$ cat config.mk
export PLATFORM = sky130hd
export DESIGN_NAME = ppm_port_pin_override_mux
export DESIGN_NICKNAME = d
export VERILOG_FILES = /design/src/ppm_port_pin_override_mux.v
export VERILOG_INCLUDE_DIRS = /design/src
export SDC_FILE = /design/constraint.sdc
export NUM_CORES = 1
export LEC_CHECK = 0
export ABC_CLOCK_PERIOD_IN_PS = 2000
export BUFFER_PORTS_ARGS = -buffer_cell sky130_fd_sc_hd__buf_2
export CORE_MARGIN = 2
export CORE_UTILIZATION = 25
export DETAILED_ROUTE_END_ITERATION = 8
export GPL_TIMING_DRIVEN = 0
export PLACE_DENSITY = 0.61
export SLEW_MARGIN = 20
export SYNTH_ARGS = -nofsm -noshare
export SYNTH_HDL_FRONTEND = slang
export SYNTH_SLANG_ARGS = --single-unit
$ cat constraint.sdc
create_clock -name clk -period 2 [get_ports clk]
set_input_delay 0.6 -clock clk [delete_from_list [all_inputs] [get_ports clk]]
set_output_delay 0.6 -clock clk [all_outputs]
set_load 0.005 [all_outputs]
$ cat src/ppm_defines.vh
`ifndef PPM_DEFINES_VH
`define PPM_DEFINES_VH
// apb register byte offsets
`define PPM_OFF_INPUT     12'h000
`define PPM_OFF_DIR       12'h004
`define PPM_OFF_OUTVAL    12'h008
`define PPM_OFF_CTRL      12'h00c
`define PPM_OFF_STATUS    12'h010
// control register fields
`define PPM_CTRL_PUD      0
`define PPM_CTRL_SLEEP    1
`define PPM_CTRL_INTRC    2
`define PPM_CTRL_XTAL     3
`define PPM_CTRL_AS2      4
`define PPM_CTRL_EXTERNAL_CLOCK_SELECT    5
`define PPM_CTRL_W        6
// reset values
`define PPM_RST_BYTE      8'h00
`define PPM_RST_CTRL      6'h00
// port bit carrying the second oscillator pin
`define PPM_BIT_SEVEN     7
`endif

$ cat src/ppm_port_pin_override_mux.v
// Functional notes
// - pull-up override enable set: pull-up follows override value only
// - otherwise pull-up on only for direction 0, output 1, disable 0
// - direction override enable set: driver follows override value
// - otherwise driver follows the direction register bit
// - value override enable with driver on: pin takes override value
// - otherwise driven pin takes the output-value register bit
// - toggle override enable inverts the output-value register bit
// - input-enable override set: input enable follows override value
// - otherwise input enabled unless sleep control is active
// - raw input taken before synchroniser; modules synchronise themselves
// - analog path connects straight to the pad, both directions
// - strobes shared per port, clock sleep pud global, overrides per pin
// - bit seven withdrawn from port when used as crystal pin
// - rc clock, async timer on, no ext clock: bit seven is oscillator out
// - bit seven as clock pin reads zero in direction, output, input
// - each port pin n drives pin-change source n
// - bits 5,4,3,2 carry spi clock, miso, mosi, slave select
// - bit3 timer2 cmp a, bits2,1 timer1 cmp b,a, bit0 capture and clkout
// - without overrides direction one drives, zero is input
// - writing one to an input bit toggles the output-value bit
// - sleep control clamps inputs of pins not overridden
// - pin reaches input register through two stage synchroniser
`include "ppm_defines.vh"
module ppm_port_pin_override_mux
(
	// clock and reset
	input  wire        clk,
	input  wire        reset_n,
	// apb slave
	input  wire        psel,
	input  wire        penable,
	input  wire        pwrite,
	input  wire [11:0] paddr,
	input  wire [31:0] pwdata,
	output reg  [31:0] prdata,
	output reg         pready,
	output reg         pslverr,
	// per-pin overrides from alternate-function modules
	input  wire [7:0]  pullupOverrideEn,
	input  wire [7:0]  pullupOverrideVal,
	input  wire [7:0]  directionOverrideEn,
	input  wire [7:0]  directionOverrideVal,
	input  wire [7:0]  portValueOverrideEn,
	input  wire [7:0]  portValueOverrideVal,
	input  wire [7:0]  portToggleOverrideEn,
	input  wire [7:0]  inputEnableOverrideEn,
	input  wire [7:0]  inputEnableOverrideVal,
	// pads
	input  wire [7:0]  padIn,
	output reg  [7:0]  padOut,
	output reg  [7:0]  padOe,
	output reg  [7:0]  padPullup,
	// to alternate-function modules
	output reg  [7:0]  rawDigitalInput,
	output reg  [7:0]  pinChangeSrc,
	output reg         spiClockIn,
	output reg         spiMisoIn,
	output reg         spiMosiIn,
	output reg         spiSlaveSelectIn,
	output reg         timer1CaptureIn,
	output reg         bitSevenIsClock
);

	reg  [7:0] directionBit_reg;
	reg  [7:0] outputValueBit_reg;
	reg  [7:0] syncFirst_reg;
	reg  [7:0] pinInputBit_reg;
	reg  [5:0] ctrl_reg;
	reg  [7:0] outputValueBit_next;
	reg  [7:0] pullupNext;
	reg  [7:0] driveNext;
	reg  [7:0] valueNext;
	reg  [7:0] inputEnable;
	reg  [7:0] gatedIn;
	reg  [31:0] readData;
	reg        addrHit;
	wire       globalPullupDisable;
	wire       sleepCtrl;
	wire       clockPin;
	wire       accessWr;
	wire [7:0] wrByte;

	assign globalPullupDisable = ctrl_reg[`PPM_CTRL_PUD];
	assign sleepCtrl = ctrl_reg[`PPM_CTRL_SLEEP];
	// crystal use, or rc clock with async timer and crystal (not ext clock)
	assign clockPin = ctrl_reg[`PPM_CTRL_XTAL] | (ctrl_reg[`PPM_CTRL_INTRC] &
		ctrl_reg[`PPM_CTRL_AS2] & ~ctrl_reg[`PPM_CTRL_EXTERNAL_CLOCK_SELECT]);
	assign accessWr = psel & penable & pwrite;
	assign wrByte = pwdata[7:0];

	function mapped;
		input [11:0] a;
		begin
			mapped = (a == `PPM_OFF_INPUT) | (a == `PPM_OFF_DIR) |
				(a == `PPM_OFF_OUTVAL) | (a == `PPM_OFF_CTRL) |
				(a == `PPM_OFF_STATUS);
		end
	endfunction

	// bit seven masked while it serves as clock pin
	function [7:0] hideSeven;
		input [7:0] v;
		input       hide;
		begin
			hideSeven = v;
			if (hide)
			begin
				hideSeven[`PPM_BIT_SEVEN] = 1'b0;
			end
		end
	endfunction

	// output-value next: software write, then pin-input toggle, then override toggle
	always @*
	begin
		outputValueBit_next = outputValueBit_reg;
		// writes land only at the edge where pready is seen high
		if (accessWr && pready && paddr == `PPM_OFF_OUTVAL)
		begin
			outputValueBit_next = wrByte;
		end
		if (accessWr && pready && paddr == `PPM_OFF_INPUT)
		begin
			outputValueBit_next = outputValueBit_next ^ wrByte;
		end
		outputValueBit_next = outputValueBit_next ^ portToggleOverrideEn;
	end

	// per-pin override muxes, all combinational ahead of the pad flops
	genvar n;
	generate
		for (n = 0; n < 8; n = n + 1)
		begin : pinMux
			always @*
			begin
				if (pullupOverrideEn[n])
				begin
					pullupNext[n] = pullupOverrideVal[n];
				end
				else
				begin
					pullupNext[n] = ~directionBit_reg[n] & outputValueBit_reg[n] &
						~globalPullupDisable;
				end
				if (directionOverrideEn[n])
				begin
					driveNext[n] = directionOverrideVal[n];
				end
				else
				begin
					driveNext[n] = directionBit_reg[n];
				end
				if (portValueOverrideEn[n])
				begin
					valueNext[n] = portValueOverrideVal[n];
				end
				else
				begin
					valueNext[n] = outputValueBit_reg[n];
				end
				if (inputEnableOverrideEn[n])
				begin
					inputEnable[n] = inputEnableOverrideVal[n];
				end
				else
				begin
					inputEnable[n] = ~sleepCtrl;
				end
				// clamped input reads low, like the gated schmitt input
				gatedIn[n] = padIn[n] & inputEnable[n];
			end
		end
	endgenerate

	always @*
	begin
		addrHit = mapped(paddr);
		case (paddr)
			`PPM_OFF_INPUT:  readData = {24'h000000, hideSeven(pinInputBit_reg, clockPin)};
			`PPM_OFF_DIR:    readData = {24'h000000, hideSeven(directionBit_reg, clockPin)};
			`PPM_OFF_OUTVAL: readData = {24'h000000, hideSeven(outputValueBit_reg, clockPin)};
			`PPM_OFF_CTRL:   readData = {26'h0000000, ctrl_reg};
			`PPM_OFF_STATUS: readData = {24'h000000, padOe};
			default:         readData = 32'h00000000;
		endcase
	end

	always @(posedge clk)
	begin
		if (!reset_n)
		begin
			directionBit_reg <= `PPM_RST_BYTE;
			outputValueBit_reg <= `PPM_RST_BYTE;
			ctrl_reg <= `PPM_RST_CTRL;
			syncFirst_reg <= 8'h00;
			pinInputBit_reg <= 8'h00;
			prdata <= 32'h00000000;
			pready <= 1'b0;
			pslverr <= 1'b0;
			padOut <= 8'h00;
			padOe <= 8'h00;
			padPullup <= 8'h00;
			rawDigitalInput <= 8'h00;
			pinChangeSrc <= 8'h00;
			spiClockIn <= 1'b0;
			spiMisoIn <= 1'b0;
			spiMosiIn <= 1'b0;
			spiSlaveSelectIn <= 1'b0;
			timer1CaptureIn <= 1'b0;
			bitSevenIsClock <= 1'b0;
		end
		else
		begin
			// apb answers one cycle into the access phase
			pready <= psel & penable & ~pready;
			pslverr <= psel & penable & ~pready & ~addrHit;
			if (psel && penable && !pready && !pwrite)
			begin
				prdata <= readData;
			end
			if (accessWr && pready && paddr == `PPM_OFF_DIR)
			begin
				directionBit_reg <= wrByte;
			end
			if (accessWr && pready && paddr == `PPM_OFF_CTRL)
			begin
				ctrl_reg <= pwdata[`PPM_CTRL_W-1:0];
			end
			outputValueBit_reg <= outputValueBit_next;
			// two flops stand in for the latch-plus-flop; adds half a cycle
			syncFirst_reg <= gatedIn;
			pinInputBit_reg <= syncFirst_reg;
			// withdrawn bit seven must not show a value while its driver is off
			padOut <= valueNext & hideSeven(driveNext, clockPin);
			padOe <= hideSeven(driveNext, clockPin);
			padPullup <= hideSeven(pullupNext, clockPin);
			// raw input bypasses the port synchroniser; users sync it
			rawDigitalInput <= gatedIn;
			pinChangeSrc <= gatedIn;
			spiClockIn <= gatedIn[5];
			spiMisoIn <= gatedIn[4];
			spiMosiIn <= gatedIn[3];
			spiSlaveSelectIn <= gatedIn[2];
			timer1CaptureIn <= gatedIn[0];
			bitSevenIsClock <= clockPin;
		end
	end

	// analog path: the pad net itself carries it, no logic sits between
	// compare outputs and clock out enter via port value overrides

endmodule

Word-level counts from Yosys, hierarchy flattened:

Cells that the tools add are included.
W data, S select, Z words.

* bitwise gates (word level): 52
* multiplexer cells: 40
* reduce and logical (&&, ||, !) cells: 12
* equal/unequal tests: 4

Operators with widths (count)
* $pmux W8 S5: 1
* $mux W1: 37
* $and A1 B1 Y1: 30
* $eq A12 B4 Y1 const B: 2
* $mux W8: 2
* $xor A8 B8 Y8: 2
* $not A1 Y1: 14
* $eq A12 B3 Y1 const B: 1
* $eq A12 B5 Y1 const B: 1
* $logic_not A12 Y1: 1
* $and A8 B8 Y8: 1
* $logic_and A1 B1 Y1: 8
* $or A1 B1 Y1: 5
* $logic_not A1 Y1: 2
* $reduce_or A2 Y1: 1

* register bits: 102
* input port bits: 129
* output and inout port bits: 80
* word-level logic and storage cells: 126

Logic depth before layout (Yosys ltp):

* depth after elaboration: 8
* depth in mapped cells: 7
* gate-level depth less buffers: 5

Worst setup path before layout:

No wires, ideal clock.

* kind: input -> register
* start: input paddr[1]
* end: register outputValueBit_reg[0]
* arrival time: 1.894 ns
* path buffers: 1
* stages: 6
* setup slack: -0.022 ns
* data required time: 1.872 ns
* cells stage by stage: nor4_2 -> and3_1 -> buf_6 -> nor4b_4 -> a311oi_1 -> mux2i_1

* cells in the longest elaborated chain, start to end: 6
* elaborated cells on any way between the ends: 8
* those cells by class: eq/ne: 1; mux: 2; bitwise: 2; reduce/logical: 3

Ends and longest elaborated chain
* start: declaration: line ppm_port_pin_override_mux.v:34 `input wire [11:0] paddr,`
* $eq A12 B4 Y1
* $logic_and A1 B1 Y1 (no line)
* $mux W8: line ppm_port_pin_override_mux.v:119 `` if (accessWr && pready && paddr == `PPM_OFF_OUTVAL) ``
* $xor A8 B8 Y8: line ppm_port_pin_override_mux.v:125 `outputValueBit_next = outputValueBit_next ^ wrByte;`
* $mux W8 *: line ppm_port_pin_override_mux.v:123 `` if (accessWr && pready && paddr == `PPM_OFF_INPUT) ``
* $xor A8 B8 Y8 *: line ppm_port_pin_override_mux.v:127 `outputValueBit_next = outputValueBit_next ^ portToggleOverrideEn;`
* end signal: assignment: line ppm_port_pin_override_mux.v:194 `` outputValueBit_reg <= `PPM_RST_BYTE; ``
* end signal: assignment: line ppm_port_pin_override_mux.v:230 `outputValueBit_reg <= outputValueBit_next;`
* end: declaration: line ppm_port_pin_override_mux.v:66 `reg [7:0] outputValueBit_reg;`

Every way passes the cells marked *; elsewhere a longest branch is shown, timed or not.
A chain may end at the register's enable or synchronous reset.

Worst setup path in the final report:

* start: input paddr[8]
* end: register outputValueBit_reg[6]

The elaborated chain is that of the path after synthesis.

==> metrics.md <==
| Metric | Value |
|---|---|
| Psw | `889 µW` |
| Longest Clk Path Bufs | `2` |
| Worst r2r src | `pready` |
| Worst skew pair latency | `340 ps` |
| Depth of the worst hold-timing path | `2` |
| Die Wd | `123 µm` |
| Core ar. | `0.0139 mm²` |
| Vias | `3,428` |
| Largest cells by area after synthesis | `dfxtp_1 41%, mux2i_1 13%, buf_4 7.8%, nor2b_1 7.0%, a21oi_1 3.8%` |
| Area of the multi-input gates | `0.00186 mm²` |
| CTS tree | `done` |
| Cell internal pwr | `2720 µW` |
| Crit path required time | `2220 ps` |
| Max frequency | `526 MHz` |
| Mean number of vias per cell | `4.47` |
| Worst vdd ir | `0.304 mV` |
| Placed wire-length estimate | `9180 µm` |
| Worst-path clk slew | `60 ps` |
| Inst Count DP | `746` |
| Tcrit/Tclk final | `0.950` |
| Max cap viols | `0` |
| Final instance area | `0.00503 mm²` |
| Final worst path period need | `1900 ps` |
| Area post-placement | `0.00466 mm²` |
| Total track usage | `0.155` |
| Clk pwr share | `0.443` |
| Min-delay src | `padIn[7]` |
| Routed len/inst | `15.4 µm` |
| Yosys cell types | `36` |
| Synth Cell Area | `0.00355 mm²` |
| Final WL | `11,800 µm` |
| P_leak | `0.00250 µW` |
| Critical Path Sink Type | `register` |
| Synth area leader | `dfxtp_1` |
| Share of the synthesized area in the top cell type | `0.412` |
| N_diodes | `0` |
| Synth Warn # | `0` |
| Initial antenna violation count | `0` |
| Vias in the first global route | `3,348` |
| EDFF count, synth | `0` |
| Syn Inst Count | `385` |
| Status | `complete, no violations` |
| Post-synth ARST share | `0` |
| Grt ovf | `0` |
| Top FF cell, synth | `dfxtp_1` |
| Net Sw Frac | `0.246` |
| Seq. cell area | `0.00146 mm²` |
| Final Skew | `4.29 ps` |
| R2R Setup Slk | `240 ps` |
| Rel. slew slack | `0.483` |
| CTS hold repair buffers | `0` |
| CP Class | `input port to register` |
| Non-Filler Instances | `767` |
| Most common cell after layout, fill and taps aside | `buf_2` |
| Worst min path class | `input port to register` |
| Initial Utilization | `0.256` |
| Most frequent cells in the layout | `163 x buf_2, 73 x dfxtp_1, 45 x mux2i_1` |
| Worst Setup Start Kind | `input port` |
| DRT antenna net count | `0` |
| Nets | `711` |
| GPL Wtd Cong | `0.851` |
| Post-synthesis average cell area | `9.22 µm²` |
| Hold Crit Endpoint | `pinChangeSrc[7]` |
| Fill cell count | `1,464` |
| IO Pins | `209` |
| Clock H-tree levels | `3` |
| Slew @ Worst Pin | `775 ps` |
| FF-to-FF End | `outputValueBit_reg[7]` |
| Ratio of cells with drive above 1 in the final layout | `0.388` |
| Combinational group share of total power | `0.127` |
| CTS Sinks | `73` |
| Post-synthesis register bit count | `73` |
| Largest net degree at the start of global routing | `13` |
| DRC | `0` |
| Port Buffers | `158` |
| Crit-path max FO | `8` |
| Clock buffer count from CTS | `9` |
| Count of pins over their slew limit | `0` |
| Power density cells | `718 mW/mm²` |
| Global-route wire length before repair | `17,400 µm` |
| Arr. time, crit path | `2120 ps` |
| Root buf cell | `clkbuf_16` |
| Hold Vio Cnt, Final | `0` |
| Final setup fails | `0` |
| DRT iter0 DRCs | `142` |
| First-pass detailed-route iteration total | `4` |
| Sequential share of the synthesized area | `0.412` |
| Unrepaired setup endpoints after global routing | `no` |
| Die Y | `123 µm` |
| Area Growth Syn to Fin | `41.6%` |
| # rows | `43` |
| Die area | `0.0152 mm²` |
| Worst reg2reg path depth | `6` |
| Sequential Power Share | `0.430` |
| Worst setup path start | `paddr[8]` |
[cell usage after synthesis (2+ instances only)]
cell type,count
and4_1,3
nand4_1,2
nand2b_1,8
nor2_1,15
o21ai_1,2
clkbuf_1,12
nor4b_1,9
nor3_1,4
or3_1,2
a311oi_1,8
nand2_1,31
nor2b_1,40
mux2i_1,45
buf_2,5
and2_1,9
nand3_1,2
mux2_1,6
a21oi_1,27
a32o_1,3
dfxtp_1,73
o21ai_0,18
buf_4,37
a31oi_1,2
and3_1,10
[through the flow]
step / setup WS, ps / utilization / power [µW] / hold slack, ps / TNS (ps)
after CTS: 62.1 / 0.358 / 3660 / 469 / 0
after global routing: 9.66 / 0.362 / 3780 / 480 / 0
after floorplan: 5.16 / - / 1810 / 473 / 0
after global placement: -528 / 0.336 / 2020 / 478 / -10260
after detailed placement: -556 / 0.336 / 2040 / 487 / -11480
final: 99.8 / 0.362 / 3610 / 481 / 0
[worst max-delay path by stage]
stage                                  endpoint  cells after the start
final                     outputValueBit_reg[6]                      8
after global routing      outputValueBit_reg[2]                      8
after CTS                 outputValueBit_reg[6]                      8
after detailed placement  outputValueBit_reg[7]                      7
after global placement    outputValueBit_reg[3]                      7
after floorplan           outputValueBit_reg[0]                      6
[cell families after synthesis]
family | synth area share
other | 0.00106
muxes | 0.146
and+or+nand+nor | 0.233
DFF | 0.412
AOI/OAI and AO/OA | 0.107
buffers and inverters | 0.102
[per-layer routing]
layer / vias up / GRT usage / wire length (µm)
met5: - / 0 / 0
met4: 0 / 0.0575 / 204
met3: 16 / 0.0443 / 882
met2: 120 / 0.273 / 6010
met1: 1605 / 0.179 / 4750
li1: 1687 / - / -
[power groups by stage]
stage	Clock (µW)	Combinational (µW)	Sequential, µW
5_1_grt	1700	510	1560
4_1_cts	1650	453	1550
2_1_floorplan	0	231	1570
3_3_place_gp	0	439	1590
3_5_place_dp	0	451	1590
6_report	1600	458	1550
[repair_timing]
action / CTS / global route
resized for setup: 2 / 6
hold endpoints to repair: 0 / 0
setup endpoints to repair: 22 / 12
pin swaps: 0 / 3
buffers inserted: 1 / 4
gates cloned: 0 / 0
[area by class of cell]
class / count / area share
Buffer: 55 / 0.0714
Clock inverter: 5 / 0.0112
Tap cell: 180 / 0.0448
Sequential cell: 73 / 0.291
Clock buffer: 11 / 0.0463
Multi-Input combinational cell: 279 / 0.370
Inverter: 1 / 0.000746
Timing Repair Buffer: 163 / 0.165
[critical path, stage by stage]
cell	delay (ps)
buf_2	110
nor4_4	380
and3_1	240
buf_6	140
nor4b_4	210
buf_6	180
a311oi_2	110
mux2i_1	140
(Power assumes the default switching activity.)
